## src/hdl/pia_regs.svh

```systemverilog
/*
  Register indices, field positions, reset values and fixed codes of the
  priority interrupt arbiter.
  Assumes an APB slave with byte addressing: byte address is four times the index.
*/
`ifndef PIA_REGS_SVH
`define PIA_REGS_SVH

// Register indices (byte address = index * 4)
`define PIA_IDX_CTRL 10'h0e6
`define PIA_IDX_EMR 10'h0e8
`define PIA_IDX_PRIO 10'h0e9
`define PIA_IDX_VEC 10'h0ea
`define PIA_IDX_ISEG 10'h0eb
`define PIA_IDX_CSEG 10'h0ec
`define PIA_IDX_NEST 10'h0ed
`define PIA_IDX_STAT 10'h0ee

// Central interrupt control fields
`define PIA_CTRL_PRIO_LSB 0
`define PIA_CTRL_MODE_BIT 3
`define PIA_CTRL_EN_BIT 4
`define PIA_CTRL_TLM_BIT 5
`define PIA_CTRL_TLA_BIT 6
`define PIA_CTRL_RST 8'h07

// Extended mode two: segment save mode bit
`define PIA_EMR_SAVE_BIT 6
`define PIA_EMR_RST 8'h00

// Priority levels and vectors
`define PIA_PRIO_LOWEST 3'h7
`define PIA_TOP_CHAN 4'h8
`define PIA_TOP_VECTOR 8'h04
`define PIA_VEC_BASE_MASK 8'hf0

`endif

```

## src/hdl/pia_pkg.sv

```systemverilog
/*
  Types of the priority interrupt arbiter: sequencer states and the state record.
  Assumes pia_regs.svh is not needed here; constants live in the header.
*/
package pia_pkg;

  typedef enum logic [10:0] {
    PIA_IDLE = 11'h001,
    PIA_PUSH_PCL = 11'h002,
    PIA_PUSH_PCH = 11'h004,
    PIA_PUSH_CS = 11'h008,
    PIA_PUSH_FLG = 11'h010,
    PIA_VEC_HI = 11'h020,
    PIA_VEC_LO = 11'h040,
    PIA_POP_FLG = 11'h080,
    PIA_POP_CS = 11'h100,
    PIA_POP_PCH = 11'h200,
    PIA_POP_PCL = 11'h400
  } pia_state_t;

  typedef struct packed {
    pia_state_t st;
    logic [2:0] cur_prio;
    logic mode_nested;
    logic irq_en;
    logic top_maskable;
    logic top_active;
    logic save_mode;
    logic [23:0] prio;
    logic [7:0] vec_base;
    logic [7:0] iseg;
    logic [7:0] cseg;
    logic [7:0] nest;
    logic use_iseg;
    logic [3:0] win_chan;
    logic [7:0] win_vec;
    logic [15:0] pc_save;
    logic [7:0] flags_save;
    logic [7:0] wdata;
    logic [7:0] pc_hi;
    logic [15:0] pc_out;
    logic pc_load;
    logic [7:0] flags_out;
    logic flags_load;
    logic irq_taken;
    logic [31:0] prdata;
    logic pslverr;
  } pia_state_rec_t;

endpackage

```

## src/hdl/pia_priority_interrupt_arbiter.sv

```systemverilog
/*
  Priority interrupt arbiter: per-instruction arbitration of eight channels,
  DMA requests and a top-level source, plus interrupt entry and return
  sequencing towards the core's stack, program counter and vector fetch.
  Assumes the core presents stack top on stack_rdata and vector table bytes on
  mem_rdata in the same cycle as the pop or read strobe, and that request
  inputs come from logic on pclk.
*/
`include "pia_regs.svh"

// Functional notes
// - Save mode 0: interrupt segment replaces code segment; push PC and flags only.
// - Save mode 1: push old code segment too, then load it from interrupt segment.
// - Save mode 1: return also pops code segment from the stack.
// - Compatibility mode: routine stays in one 64K segment; far jumps change unused register.
// - Each channel has a 3-bit level, 0 highest and 7 lowest.
// - Top level beats all, is never interrupted, maskable or not by choice.
// - Current priority is 3 bits in central control register, 7 at reset.
// - Arbitration each instruction compares all channel requests, DMA included.
// - Interrupt winner acknowledged only if its level is below current priority.
// - Level 7 requests are never acknowledged, allowing polling.
// - A routine at level N is not interrupted by level N; concurrent mode lets level N in once enable is set.
// - Equal levels resolved by fixed chain A0, A1, B0, B1, C0, C1, D0, D1.
// - Current priority is readable and writable by software any time.
// - Mode bit: 0 concurrent (reset), 1 nested.
// - Concurrent mode leaves current priority unchanged on acknowledge.
// - Entry: clear enable, push PC low, PC high, segment if saved, flags, load vector.
// - Return: pop flags, segment if saved, PC high, PC low, set enable.
// - Requests with enable cleared wait until the next enable instruction.
// - Concurrent mode keeps no trace of the serviced level.
// - Queued requests are serviced one by one in priority order.
// - Nested: history bit at old priority set, priority loaded; return restores it.
// - Save mode sits in bit 6 of extended mode two, cleared at reset.
// - Vector table is first 256 bytes of the interrupt segment.
// - Top-level vector sits at 0004h and 0005h of the interrupt segment.

module pia_priority_interrupt_arbiter (
  input wire logic pclk,
  input wire logic presetn,
  input wire logic psel,
  input wire logic penable,
  input wire logic pwrite,
  input wire logic [11:0] paddr,
  input wire logic [31:0] pwdata,
  output logic [31:0] prdata,
  output logic pready,
  output logic pslverr,
  input wire logic instr_boundary,
  input wire logic [7:0] chan_req,
  input wire logic [7:0] dma_req,
  input wire logic top_req,
  input wire logic enable_exec,
  input wire logic iret_req,
  input wire logic cs_write,
  input wire logic [7:0] cs_wdata,
  input wire logic [15:0] pc_in,
  input wire logic [7:0] flags_in,
  output logic stack_push,
  output logic stack_pop,
  output logic [7:0] stack_wdata,
  input wire logic [7:0] stack_rdata,
  output logic mem_rd,
  output logic [23:0] mem_addr,
  input wire logic [7:0] mem_rdata,
  output logic [15:0] pc_out,
  output logic pc_load,
  output logic [7:0] flags_out,
  output logic flags_load,
  output logic [7:0] active_segment,
  output logic irq_taken,
  output logic dma_grant,
  output logic [3:0] win_chan,
  output logic [7:0] win_vector,
  output logic busy
);

  // All state lives in one record: s_q holds it, s_d is its next value
  // Single-cycle strobes default low in s_d
  // So each strobe stands for exactly one cycle after its edge
  // Trade: a wide record, but one reset point and one register process
  pia_pkg::pia_state_rec_t s_q;
  pia_pkg::pia_state_rec_t s_d;

  logic [9:0] reg_idx;
  logic setup;
  logic wr_en;
  logic hit;
  logic [31:0] rd_val;
  logic [2:0] best_prio;
  logic [2:0] best_idx;
  logic best_valid;
  logic top_ok;
  logic int_ok;
  logic arb_go;
  logic [3:0] resume_lvl;

  // Reset images kept as words, so single fields are sliced without size loss
  localparam logic [7:0] ctrl_reset = `PIA_CTRL_RST;
  localparam logic [7:0] emr_reset = `PIA_EMR_RST;

  // Level of channel i from the packed priority word
  function automatic logic [2:0] prio_of(input logic [23:0] p, input int unsigned i);
    prio_of = p[3*i +: 3];
  endfunction

  // Lowest set bit of the history: most recently suspended level
  // Returns 8 when the history is empty: nothing to restore
  function automatic logic [3:0] lowest_set(input logic [7:0] v);
    logic [3:0] r;
    r = 4'h8;
    for (int i = 7; i >= 0; i--) begin
      if (v[i]) begin
        r = 4'(i);
      end
    end
    lowest_set = r;
  endfunction

  // Bus side: read data latched in the setup cycle
  // Pready tied high, so every access phase lasts one cycle
  // Write lands at the access edge only, never in setup
  // Unmapped index: error flag raised, data zero, write dropped
  // Low two address bits ignored: registers are word aligned
  assign reg_idx = paddr[11:2];
  assign setup = psel & ~penable;
  assign wr_en = psel & penable & pwrite;
  assign pready = 1'b1;
  assign prdata = s_q.prdata;
  assign pslverr = s_q.pslverr;

  // Address decode shared by read capture and error flag
  always_comb begin
    hit = 1'b1;
    case (reg_idx)
      `PIA_IDX_CTRL, `PIA_IDX_EMR, `PIA_IDX_PRIO, `PIA_IDX_VEC,
      `PIA_IDX_ISEG, `PIA_IDX_CSEG, `PIA_IDX_NEST, `PIA_IDX_STAT: hit = 1'b1;
      default: hit = 1'b0;
    endcase
  end

  // Read mux; unused bits read as zero
  always_comb begin
    rd_val = 32'h0000_0000;
    case (reg_idx)
      `PIA_IDX_CTRL: begin
        rd_val[`PIA_CTRL_PRIO_LSB +: 3] = s_q.cur_prio;
        rd_val[`PIA_CTRL_MODE_BIT] = s_q.mode_nested;
        rd_val[`PIA_CTRL_EN_BIT] = s_q.irq_en;
        rd_val[`PIA_CTRL_TLM_BIT] = s_q.top_maskable;
        rd_val[`PIA_CTRL_TLA_BIT] = s_q.top_active;
      end
      `PIA_IDX_EMR: rd_val[`PIA_EMR_SAVE_BIT] = s_q.save_mode;
      `PIA_IDX_PRIO: rd_val[23:0] = s_q.prio;
      `PIA_IDX_VEC: rd_val[7:0] = s_q.vec_base;
      `PIA_IDX_ISEG: rd_val[7:0] = s_q.iseg;
      `PIA_IDX_CSEG: rd_val[7:0] = s_q.cseg;
      `PIA_IDX_NEST: rd_val[7:0] = s_q.nest;
      `PIA_IDX_STAT: rd_val[15:0] = {s_q.win_vec, busy, s_q.use_iseg, 2'b00, s_q.win_chan};
      default: rd_val = 32'h0000_0000;
    endcase
  end

  // Scan runs from channel 7 down to 0 with a less-or-equal compare
  // So on a tie the lower index, earlier in the fixed chain, is kept
  // A DMA request competes on its channel's level like an interrupt
  // Level 7 can still win here; the acknowledge stage refuses it
  // Arbitration: lowest level wins, ties go to the lower channel index
  always_comb begin
    best_prio = `PIA_PRIO_LOWEST;
    best_idx = 3'h0;
    best_valid = 1'b0;
    for (int i = 7; i >= 0; i--) begin
      if ((chan_req[i] | dma_req[i]) && (!best_valid || prio_of(s_q.prio, i) <= best_prio)) begin
        best_prio = prio_of(s_q.prio, i);
        best_idx = 3'(i);
        best_valid = 1'b1;
      end
    end
  end

  // Arbitration only at an instruction boundary with the sequencer idle
  assign arb_go = instr_boundary & (s_q.st == pia_pkg::PIA_IDLE) & ~iret_req;
  // Top level overrides; a running top-level routine blocks everything
  assign top_ok = top_req & ~s_q.top_active & (s_q.irq_en | ~s_q.top_maskable);
  // Strict compare also keeps level 7 and same-level requests out
  assign int_ok = best_valid & ~dma_req[best_idx] & s_q.irq_en & ~s_q.top_active
                  & (best_prio < s_q.cur_prio) & (best_prio != `PIA_PRIO_LOWEST);
  // DMA needs no priority compare, only the win
  assign dma_grant = arb_go & ~top_ok & best_valid & dma_req[best_idx] & ~s_q.top_active;

  // Strobes are plain state decodes: no extra flop, no cycle lost
  // The core must answer pops and table reads in the same cycle
  // Limitation: a slow partner would need a wait input, not provided
  // Handshake strobes decoded straight from the state
  assign stack_push = (s_q.st == pia_pkg::PIA_PUSH_PCL) | (s_q.st == pia_pkg::PIA_PUSH_PCH)
                      | (s_q.st == pia_pkg::PIA_PUSH_CS) | (s_q.st == pia_pkg::PIA_PUSH_FLG);
  assign stack_pop = (s_q.st == pia_pkg::PIA_POP_FLG) | (s_q.st == pia_pkg::PIA_POP_CS)
                     | (s_q.st == pia_pkg::PIA_POP_PCH) | (s_q.st == pia_pkg::PIA_POP_PCL);
  assign mem_rd = (s_q.st == pia_pkg::PIA_VEC_HI) | (s_q.st == pia_pkg::PIA_VEC_LO);
  // Vector bytes from the first 256 bytes of the interrupt segment, high byte first
  assign mem_addr = {s_q.iseg, 8'h00, s_q.win_vec | {7'h00, s_q.st == pia_pkg::PIA_VEC_LO}};
  assign stack_wdata = s_q.wdata;
  assign busy = (s_q.st != pia_pkg::PIA_IDLE);
  // History decode shared by the return step's test, restore and clear
  assign resume_lvl = lowest_set(s_q.nest);
  // Compatibility mode runs the routine from the interrupt segment
  assign active_segment = s_q.use_iseg ? s_q.iseg : s_q.cseg;
  assign pc_out = s_q.pc_out;
  assign pc_load = s_q.pc_load;
  assign flags_out = s_q.flags_out;
  assign flags_load = s_q.flags_load;
  assign irq_taken = s_q.irq_taken;
  assign win_chan = s_q.win_chan;
  assign win_vector = s_q.win_vec;

  // Writer order: bus write, far jump, enable instruction, sequencer
  // Later assignments win, so hardware beats a same-cycle bus write
  // Cost: software cannot override a running entry or return
  // Next state: software writes first, hardware updates after so they win
  always_comb begin
    s_d = s_q;
    s_d.pc_load = 1'b0;
    s_d.flags_load = 1'b0;
    s_d.irq_taken = 1'b0;
    s_d.pslverr = 1'b0;
    if (setup) begin
      s_d.prdata = hit ? rd_val : 32'h0000_0000;
      s_d.pslverr = ~hit;
    end else if (psel & penable) begin
      s_d.pslverr = s_q.pslverr;
    end

    // Register writes at the access phase
    if (wr_en) begin
      case (reg_idx)
        `PIA_IDX_CTRL: begin
          s_d.cur_prio = pwdata[`PIA_CTRL_PRIO_LSB +: 3];
          s_d.mode_nested = pwdata[`PIA_CTRL_MODE_BIT];
          s_d.irq_en = pwdata[`PIA_CTRL_EN_BIT];
          s_d.top_maskable = pwdata[`PIA_CTRL_TLM_BIT];
        end
        `PIA_IDX_EMR: s_d.save_mode = pwdata[`PIA_EMR_SAVE_BIT];
        `PIA_IDX_PRIO: s_d.prio = pwdata[23:0];
        `PIA_IDX_VEC: s_d.vec_base = pwdata[7:0] & `PIA_VEC_BASE_MASK;
        `PIA_IDX_ISEG: s_d.iseg = pwdata[7:0];
        `PIA_IDX_CSEG: s_d.cseg = pwdata[7:0];
        `PIA_IDX_NEST: s_d.nest = pwdata[7:0];
        default: s_d.cur_prio = s_d.cur_prio;
      endcase
    end

    // Far jump or call from the core always lands in the code segment register
    if (cs_write) begin
      s_d.cseg = cs_wdata;
    end
    // Enable instruction releases pending requests
    if (enable_exec) begin
      s_d.irq_en = 1'b1;
    end

    // Sequencer: idle, five or six entry steps, three or four return steps
    // Return is taken before arbitration when both come in one cycle
    // Entry snapshots pc_in and flags_in at the acknowledge edge
    case (s_q.st)
      pia_pkg::PIA_IDLE: begin
        if (iret_req) begin
          s_d.st = pia_pkg::PIA_POP_FLG;
        end else if (arb_go && (top_ok || int_ok)) begin
          s_d.irq_taken = 1'b1;
          s_d.irq_en = 1'b0;
          s_d.pc_save = pc_in;
          s_d.flags_save = flags_in;
          s_d.wdata = pc_in[7:0];
          s_d.st = pia_pkg::PIA_PUSH_PCL;
          if (top_ok) begin
            s_d.top_active = 1'b1;
            s_d.win_chan = `PIA_TOP_CHAN;
            s_d.win_vec = `PIA_TOP_VECTOR;
          end else begin
            s_d.win_chan = {1'b0, best_idx};
            s_d.win_vec = s_q.vec_base | {4'h0, best_idx, 1'b0};
            if (s_q.mode_nested) begin
              s_d.nest[s_q.cur_prio] = 1'b1;
              s_d.cur_prio = best_prio;
            end
            // Concurrent mode: current priority untouched, no level kept
          end
        end
      end
      pia_pkg::PIA_PUSH_PCL: begin
        s_d.wdata = s_q.pc_save[15:8];
        s_d.st = pia_pkg::PIA_PUSH_PCH;
      end
      pia_pkg::PIA_PUSH_PCH: begin
        if (s_q.save_mode) begin
          s_d.wdata = s_q.cseg;
          s_d.st = pia_pkg::PIA_PUSH_CS;
        end else begin
          s_d.wdata = s_q.flags_save;
          s_d.st = pia_pkg::PIA_PUSH_FLG;
        end
      end
      pia_pkg::PIA_PUSH_CS: begin
        s_d.wdata = s_q.flags_save;
        s_d.st = pia_pkg::PIA_PUSH_FLG;
      end
      pia_pkg::PIA_PUSH_FLG: begin
        s_d.st = pia_pkg::PIA_VEC_HI;
      end
      pia_pkg::PIA_VEC_HI: begin
        s_d.pc_hi = mem_rdata;
        s_d.st = pia_pkg::PIA_VEC_LO;
      end
      pia_pkg::PIA_VEC_LO: begin
        s_d.pc_out = {s_q.pc_hi, mem_rdata};
        s_d.pc_load = 1'b1;
        if (s_q.save_mode) begin
          s_d.cseg = s_q.iseg;
          s_d.use_iseg = 1'b0;
        end else begin
          s_d.use_iseg = 1'b1;
        end
        s_d.st = pia_pkg::PIA_IDLE;
      end
      pia_pkg::PIA_POP_FLG: begin
        s_d.flags_out = stack_rdata;
        s_d.flags_load = 1'b1;
        s_d.st = s_q.save_mode ? pia_pkg::PIA_POP_CS : pia_pkg::PIA_POP_PCH;
      end
      pia_pkg::PIA_POP_CS: begin
        s_d.cseg = stack_rdata;
        s_d.st = pia_pkg::PIA_POP_PCH;
      end
      pia_pkg::PIA_POP_PCH: begin
        s_d.pc_hi = stack_rdata;
        s_d.st = pia_pkg::PIA_POP_PCL;
      end
      pia_pkg::PIA_POP_PCL: begin
        s_d.pc_out = {s_q.pc_hi, stack_rdata};
        s_d.pc_load = 1'b1;
        s_d.irq_en = 1'b1;
        s_d.use_iseg = 1'b0;
        // Only the top-level routine can be running while it is active
        s_d.top_active = 1'b0;
        if (s_q.mode_nested && !s_q.top_active && resume_lvl != 4'h8) begin
          s_d.cur_prio = resume_lvl[2:0];
          s_d.nest[resume_lvl[2:0]] = 1'b0;
        end
        // Back to idle lets the next queued request win at the next boundary
        s_d.st = pia_pkg::PIA_IDLE;
      end
      default: s_d.st = pia_pkg::PIA_IDLE;
    endcase
  end

  // Fields with no named reset value start at zero
  // Reset images are taken from whole words, then sliced per field
  // Limitation: release of reset must meet timing at the system level
  // State register; constants only under reset
  always_ff @(posedge pclk or negedge presetn) begin
    if (!presetn) begin
      s_q <= '0;
      s_q.st <= pia_pkg::PIA_IDLE;
      s_q.cur_prio <= ctrl_reset[`PIA_CTRL_PRIO_LSB +: 3];
      s_q.save_mode <= emr_reset[`PIA_EMR_SAVE_BIT];
      s_q.mode_nested <= ctrl_reset[`PIA_CTRL_MODE_BIT];
    end else begin
      s_q <= s_d;
    end
  end

endmodule // pia_priority_interrupt_arbiter

```

## config.mk

```make
export PLATFORM = sky130hd
export DESIGN_NAME = pia_priority_interrupt_arbiter
export DESIGN_NICKNAME = d
export VERILOG_FILES = /design/src/hdl/pia_pkg.sv /design/src/hdl/pia_priority_interrupt_arbiter.sv
export VERILOG_INCLUDE_DIRS = /design/src /design/src/hdl
export SDC_FILE = /design/constraint.sdc
export NUM_CORES = 1
export LEC_CHECK = 0
export BUFFER_PORTS_ARGS = -buffer_cell sky130_fd_sc_hd__buf_4
export CAP_MARGIN = 20
export CORE_MARGIN = 2
export CORE_UTILIZATION = 55
export CTS_CLUSTER_DIAMETER = 200
export DETAILED_ROUTE_END_ITERATION = 6
export PLACE_DENSITY = 0.81
export SYNTH_ARGS = -nofsm -noshare
export SYNTH_HDL_FRONTEND = slang
export SYNTH_SLANG_ARGS = --single-unit
```

## constraint.sdc

```tcl
create_clock -name pclk -period 15.4 [get_ports pclk]
set_input_delay 1.54 -clock pclk [delete_from_list [all_inputs] [get_ports pclk]]
set_output_delay 1.54 -clock pclk [all_outputs]
set_load 0.01 [all_outputs]
```

Word-level counts from Yosys, hierarchy flattened

Index checks and enable logic that the tools add are counted.

Flip-flop bits (word level): 184
Bits of input ports: 118
Word-level logic and storage cells: 245

Order comparisons: 13
Eq/ne operators: 27
Mux-type cells: 94
Bitwise operators: 44
Reductions and logical operators: 41

Operators with widths:

| operator                                                                     | count |
|---|---|
| 8-bit 2-to-1 mux                                                             | 14 |
| 11-bit case mux with 9 select lines                                          | 1 |
| 10-bit by 8-bit equality test with 1-bit output, second input constant       | 8 |
| 3-bit 2-to-1 mux                                                             | 22 |
| 8-bit case mux with 2 select lines                                           | 4 |
| 6-bit case mux with 7 select lines                                           | 1 |
| 17-bit case mux with 2 select lines                                          | 1 |
| 4-bit 2-to-1 mux                                                             | 8 |
| 8-bit case mux with 4 select lines                                           | 1 |
| 1-bit 2-to-1 mux                                                             | 25 |
| 24-bit 2-to-1 mux                                                            | 1 |
| 3-bit <= comparator                                                          | 7 |
| 1-bit AND                                                                    | 16 |
| 16-bit 2-to-1 mux                                                            | 1 |
| 1-bit OR                                                                     | 16 |
| 14-bit 2-to-1 mux                                                            | 1 |
| 1-bit logical AND                                                            | 12 |
| 3-bit by 4-bit less-than comparator with 1-bit output, second input constant | 3 |
| 12-bit 2-to-1 mux                                                            | 1 |
| 11-bit by 1-bit equality test with 1-bit output, second input constant       | 1 |
| 11-bit by 10-bit equality test with 1-bit output, second input constant      | 1 |
| 11-bit equality test, second input constant                                  | 1 |
| 11-bit by 2-bit equality test with 1-bit output, second input constant       | 1 |
| 11-bit by 3-bit equality test with 1-bit output, second input constant       | 1 |
| 38 further kinds                                                             | 71 |

Longest topological paths before layout

Depth after elaboration: 43
Depth in mapped cells: 54

Worst setup path after synthesis

No wires, ideal clock.

Path type: input to register
Start: input chan_req[7]
End: register s_q[76] (netlist bit)
Arrival: 11852 ps
Path slack: 3421 ps
Cell stages on the path: 48
Buffers on the path: 3
Path through: nor2_1 -> nor2_1 -> ha_1 -> and3_1 -> a211oi_2 -> nor3_1 -> or2_2 -> ha_1 -> and3b_1 -> o21ai_1 -> o21a_1 -> o21a_1 -> ha_1 -> a32oi_1 -> a21o_1 -> mux2_2 -> ha_1 -> and3_1 -> (+12 left out) -> clkbuf_1 -> mux2_2 -> ha_1 -> a31oi_1 -> a31o_2 -> nand2b_1 -> o22ai_1 -> a21oi_2 -> ha_1 -> nor2b_1 -> o21ai_0 -> nand3b_1 -> or4_4 -> a211o_1 -> buf_4 -> nand2_4 -> buf_6 -> mux2_1

Word-level cells in the longest chain between the ends: 41
Elaborated cells on any way between the ends: 66

Ends and longest elaborated chain:

| item                                                            | RTL line                              | text |
|---|---|---|
| start, declared                                                 | pia_priority_interrupt_arbiter.sv:49  | `input wire logic [7:0] chan_req,` |
| 1-bit OR *                                                      | pia_priority_interrupt_arbiter.sv:173 | `if ((chan_req[i] \| dma_req[i]) && (!best_valid \|\| prio_of(s_q.prio, i) <= best_prio)) begin` |
| 3-bit 2-to-1 mux / 1-bit 2-to-1 mux (equally long branches)     | pia_priority_interrupt_arbiter.sv:173 |  |
| 3-bit <= comparator / 1-bit logical NOT (equally long branches) | pia_priority_interrupt_arbiter.sv:173 |  |
| 1-bit logical OR                                                | pia_priority_interrupt_arbiter.sv:173 |  |
| 1-bit logical AND                                               | pia_priority_interrupt_arbiter.sv:173 |  |
| 3-bit 2-to-1 mux / 1-bit 2-to-1 mux (equally long branches)     | pia_priority_interrupt_arbiter.sv:173 |  |
| 3-bit <= comparator / 1-bit logical NOT (equally long branches) | pia_priority_interrupt_arbiter.sv:173 |  |
| 1-bit logical OR                                                | pia_priority_interrupt_arbiter.sv:173 |  |
| (+23 left out)                                                  | --                                    |  |
| 1-bit 2-to-1 mux (not written as such)                          | pia_priority_interrupt_arbiter.sv:186 | `assign int_ok = best_valid & ~dma_req[best_idx] & s_q.irq_en & ~s_q.top_active` |
| 1-bit NOT                                                       | pia_priority_interrupt_arbiter.sv:186 |  |
| 1-bit AND (3 in a row)                                          | pia_priority_interrupt_arbiter.sv:186 |  |
| 1-bit AND                                                       | pia_priority_interrupt_arbiter.sv:187 | `` & (best_prio < s_q.cur_prio) & (best_prio != `PIA_PRIO_LOWEST); `` |
| 1-bit AND *                                                     | pia_priority_interrupt_arbiter.sv:186 |  |
| 1-bit logical OR *                                              | pia_priority_interrupt_arbiter.sv:268 | `end else if (arb_go && (top_ok \|\| int_ok)) begin` |
| 1-bit logical AND *                                             | pia_priority_interrupt_arbiter.sv:268 |  |
| 3-bit AND reduction (no line) *                                 | --                                    |  |
| end, declared                                                   | pia_priority_interrupt_arbiter.sv:81  | `pia_pkg::pia_state_rec_t s_q;` |

Every way passes the cells marked *; elsewhere a longest branch is shown, timed or not. The select of a mux whose other input is x is not followed.
A chain may end at the register's enable or synchronous reset.

Final worst setup path

Start: input chan_req[7]
End: output dma_grant

Word-level cells in the longest chain between the ends: 34
Elaborated cells on any way between the ends: 57

Ends and longest elaborated chain:

| item                                                            | RTL line                              | text |
|---|---|---|
| 1-bit OR *                                                      | pia_priority_interrupt_arbiter.sv:173 |  |
| 3-bit 2-to-1 mux / 1-bit 2-to-1 mux (equally long branches)     | pia_priority_interrupt_arbiter.sv:173 |  |
| 3-bit <= comparator / 1-bit logical NOT (equally long branches) | pia_priority_interrupt_arbiter.sv:173 |  |
| 1-bit logical OR                                                | pia_priority_interrupt_arbiter.sv:173 |  |
| 1-bit logical AND                                               | pia_priority_interrupt_arbiter.sv:173 |  |
| 3-bit 2-to-1 mux / 1-bit 2-to-1 mux (equally long branches)     | pia_priority_interrupt_arbiter.sv:173 |  |
| 3-bit <= comparator / 1-bit logical NOT (equally long branches) | pia_priority_interrupt_arbiter.sv:173 |  |
| 1-bit logical OR                                                | pia_priority_interrupt_arbiter.sv:173 |  |
| (+17 left out)                                                  | --                                    |  |
| 3-bit 2-to-1 mux / 1-bit 2-to-1 mux (equally long branches)     | pia_priority_interrupt_arbiter.sv:173 |  |
| 3-bit <= comparator / 1-bit logical NOT (equally long branches) | pia_priority_interrupt_arbiter.sv:173 |  |
| 1-bit logical OR                                                | pia_priority_interrupt_arbiter.sv:173 |  |
| 1-bit logical AND                                               | pia_priority_interrupt_arbiter.sv:173 |  |
| 3-bit 2-to-1 mux                                                | pia_priority_interrupt_arbiter.sv:173 |  |
| 1-bit binary-select mux with 3-bit select                       | pia_priority_interrupt_arbiter.sv:189 | `assign dma_grant = arb_go & ~top_ok & best_valid & dma_req[best_idx] & ~s_q.top_active;` |
| 1-bit 2-to-1 mux (not written as such)                          | pia_priority_interrupt_arbiter.sv:189 |  |
| 1-bit AND * (2 in a row)                                        | pia_priority_interrupt_arbiter.sv:189 |  |
| end, declared                                                   | pia_priority_interrupt_arbiter.sv:71  | `output logic dma_grant,` |

Marks and branches as above.

==> metrics.txt <==
synthesized area 9980 um^2; slew at the pin closest to its max-slew limit 1.14 ns; top post-synthesis cells by count dfrtp_1, nand2_1, buf_4; die width 139 um; synth-to-layout area growth 16.7%; WL final 28.4 mm; # port buffers 207; DRT iter0 DRCs 916; Mapped Avg Cell Area 9.55 um^2; Clock Path Buffers 2; CTS tree built; Final nets 1295; DRT antenna net count 0; first-pass GRT wire length 44.4 mm; CTS Sinks 165; cts bufs inserted 17; Starting Density 0.557; via density per instance 6.07; Yosys top cell by area dfrtp_1; Slew headroom 0.233; Syn Inst Count 1045; drt first pass iters 5; final setup vio count 0; FMAX 0.0736 GHz; Int Pwr 1.01 mW; Fill cells 1444; Setup Fix Bufs, Post-CTS 0; RSZ-0062 raised after global routing no; Synth cell types 79; Post-Layout Cell Count 1396; Switching Fraction 0.332; Synth Area in XOR/XNOR 0.000878; Total Power 1.50 mW; Antenna Cells 0; largest net degree at the start of global routing 104; post_cts resized 0; CP Launch Type input pin; final hold violation count 0; worst min path class flip-flop to flip-flop; Final Cycle Share 0.883; Synth Register Bits 165; multiplexer share of the synthesized area 0.130; most frequent cell after synthesis dfrtp_1; Synth Area in Compound Gates 0.155; leakage power 5.65 nW; yosys warns 0; Top FF cell, synth dfrtp_1; final worst clock skew 0.00700 ns; total grt overflow 0; post-place setup slack 1.94 ns; largest family of logic cells by synthesized area simple AND/OR/NAND/NOR gates; via count 8479; Overall Global Routing Usage 0.291; # IOs 236; Max VDD drop 87.0 uV; layout cell share with drive strength beyond 1 0.294; Seq pwr share 0.380; Synth area leaders dfrtp_1, buf_4, mux2_2; ys async rst share 1.00; num rows 49; placed cell count 1364; required time worst endpoint 13.86 ns; HPWL after DPL 21.2 mm; cts hold-fix bufs 0; simple-gate area share of the yosys netlist 0.165; fin. max-slew vios 0; Net Sw Power 0.498 mW; Crit path arrival time 12.06 ns; Wirelength per Cell 20.4 um; Clock Latency Late Sink 0.43 ns; clock slew at reported path FFs 0.06 ns; Die Area 19200 um^2; total negative slack 0 ns; Adder-Cell Fraction of Synth Area 0.0288; routability cong. 0.949; slowest cell on the critical path mux2_2; Die Ht 139 um; Seq/Total Area, Yosys 0.414; Worst Reg-to-Reg Cells 44; status finished clean; Core Box Area 17900 um^2; Clk pwr share 0.303; CP peak stage delay 0.40 ns; critical path class input pin to primary output; DRC violations left 0; Post-synth EDFFs 0; root buffer cell clkbuf_16; hold depth 2; pwr/cell area 129 nW/um^2; most frequent CP cell ha_1; r2r setup slk 3.08 ns; critical path peak fanout 11; Comb pwr share 0.317; Synth top area share 0.404; Final WS setup 1.80 ns; H-tree levels 4; vias in the first global route 8063; Max Cap Viol 0; fin crit period 13.60 ns; antenna violations before repair 0; Worst Setup End Kind primary output
-- final timing paths --
kind,start,end
worst max register to register,s_q[166]$_DFFE_PN0P_,s_q[79]$_DFFE_PN0P_
worst max-delay path,chan_req[7],dma_grant
worst min-delay path,pc_out[2]$_DFFE_PN0P_,pc_out[2]$_DFFE_PN0P_
worst min register to register,pc_out[2]$_DFFE_PN0P_,pc_out[2]$_DFFE_PN0P_
min in group asynchronous,presetn,pc_load$_DFF_PN0_
max in group asynchronous,presetn,s_q[96]$_DFFE_PN0P_
-- per-layer routing --
metal,wire [um],part of all wire,vias to the layer above,GRT usage
met5,0,0,-,0
met4,588,0.021,0,0.0845
li1,-,-,3864,-
met2,13600,0.48,452,0.476
met3,2610,0.092,45,0.0625
met1,11600,0.41,4118,0.394
-- state kept, by name, indices dropped and copies added, names as in the netlist --
register and cells:
flags_out 8, mem_addr 8, win_chan 4, win_vector 5, irq_taken 1, stack_wdata 8
s_q 88, flags_load 1, pslverr 1, prdata 24, pc_out 16, pc_load 1
-- critical path, delay by kind of cell --
family	cells	cell delay [ns]
simple gates	9	1.74
fa+ha+maj	7	2.08
mux	4	1.49
buf+inv	2	0.27
compound gates	18	4.91
-- per-stage QoR --
stage,hold slack (ns),area (um^2),utilization
after global routing,0.497,11600,0.651
after detailed placement,0.458,11000,0.615
after CTS,0.474,11600,0.651
after global placement,0.452,11000,0.615
after floorplan,0.440,10000,-
final,0.471,11600,0.651
-- cell families after synthesis --
| kind of cell | after synthesis |
|---|---|
| compound gates | 229 |
| xor+xnor | 1 |
| fa+ha+maj | 23 |
| buf+inv | 172 |
| flops | 165 |
| mux | 118 |
| other cells | 2 |
| simple gates | 335 |
-- power groups by stage --
stage / Sequential [mW] / Clock (mW) / Combinational, mW
after global placement: 0.575 / 0 / 0.458
after CTS: 0.570 / 0.458 / 0.474
final: 0.572 / 0.455 / 0.476
after global routing: 0.582 / 0.476 / 0.518
after floorplan: 0.555 / 0 / 0.363
after detailed placement: 0.578 / 0 / 0.470
-- final cells by class --
cell class	instances	area (um^2)	area share
Multi-Input combinational cell	724	4860	0.417
Sequential cell	165	4130	0.355
Timing Repair Buffer	216	1630	0.140
Clock buffer	17	425	0.0365
Tap cell	229	287	0.0246
Clock inverter	15	205	0.0176
Inverter	30	113	0.00967
-- layout by cell type (no fill, tap or decap), drive strengths merged, types with 8 or more instances in the layout --
cell and count:
buf 216, dfrtp 161, nand2 128, mux2 83, o21ai 77, nor2 74
nand3 35, mux2i 34, a21oi 32, inv 31, a22oi 23, ha 23
conb 18, nor3 17, clkbuf 17, a31oi 16, o22ai 14, or2 10
nor4 9, nor3b 8
Power figures use the tool's default switching activity.
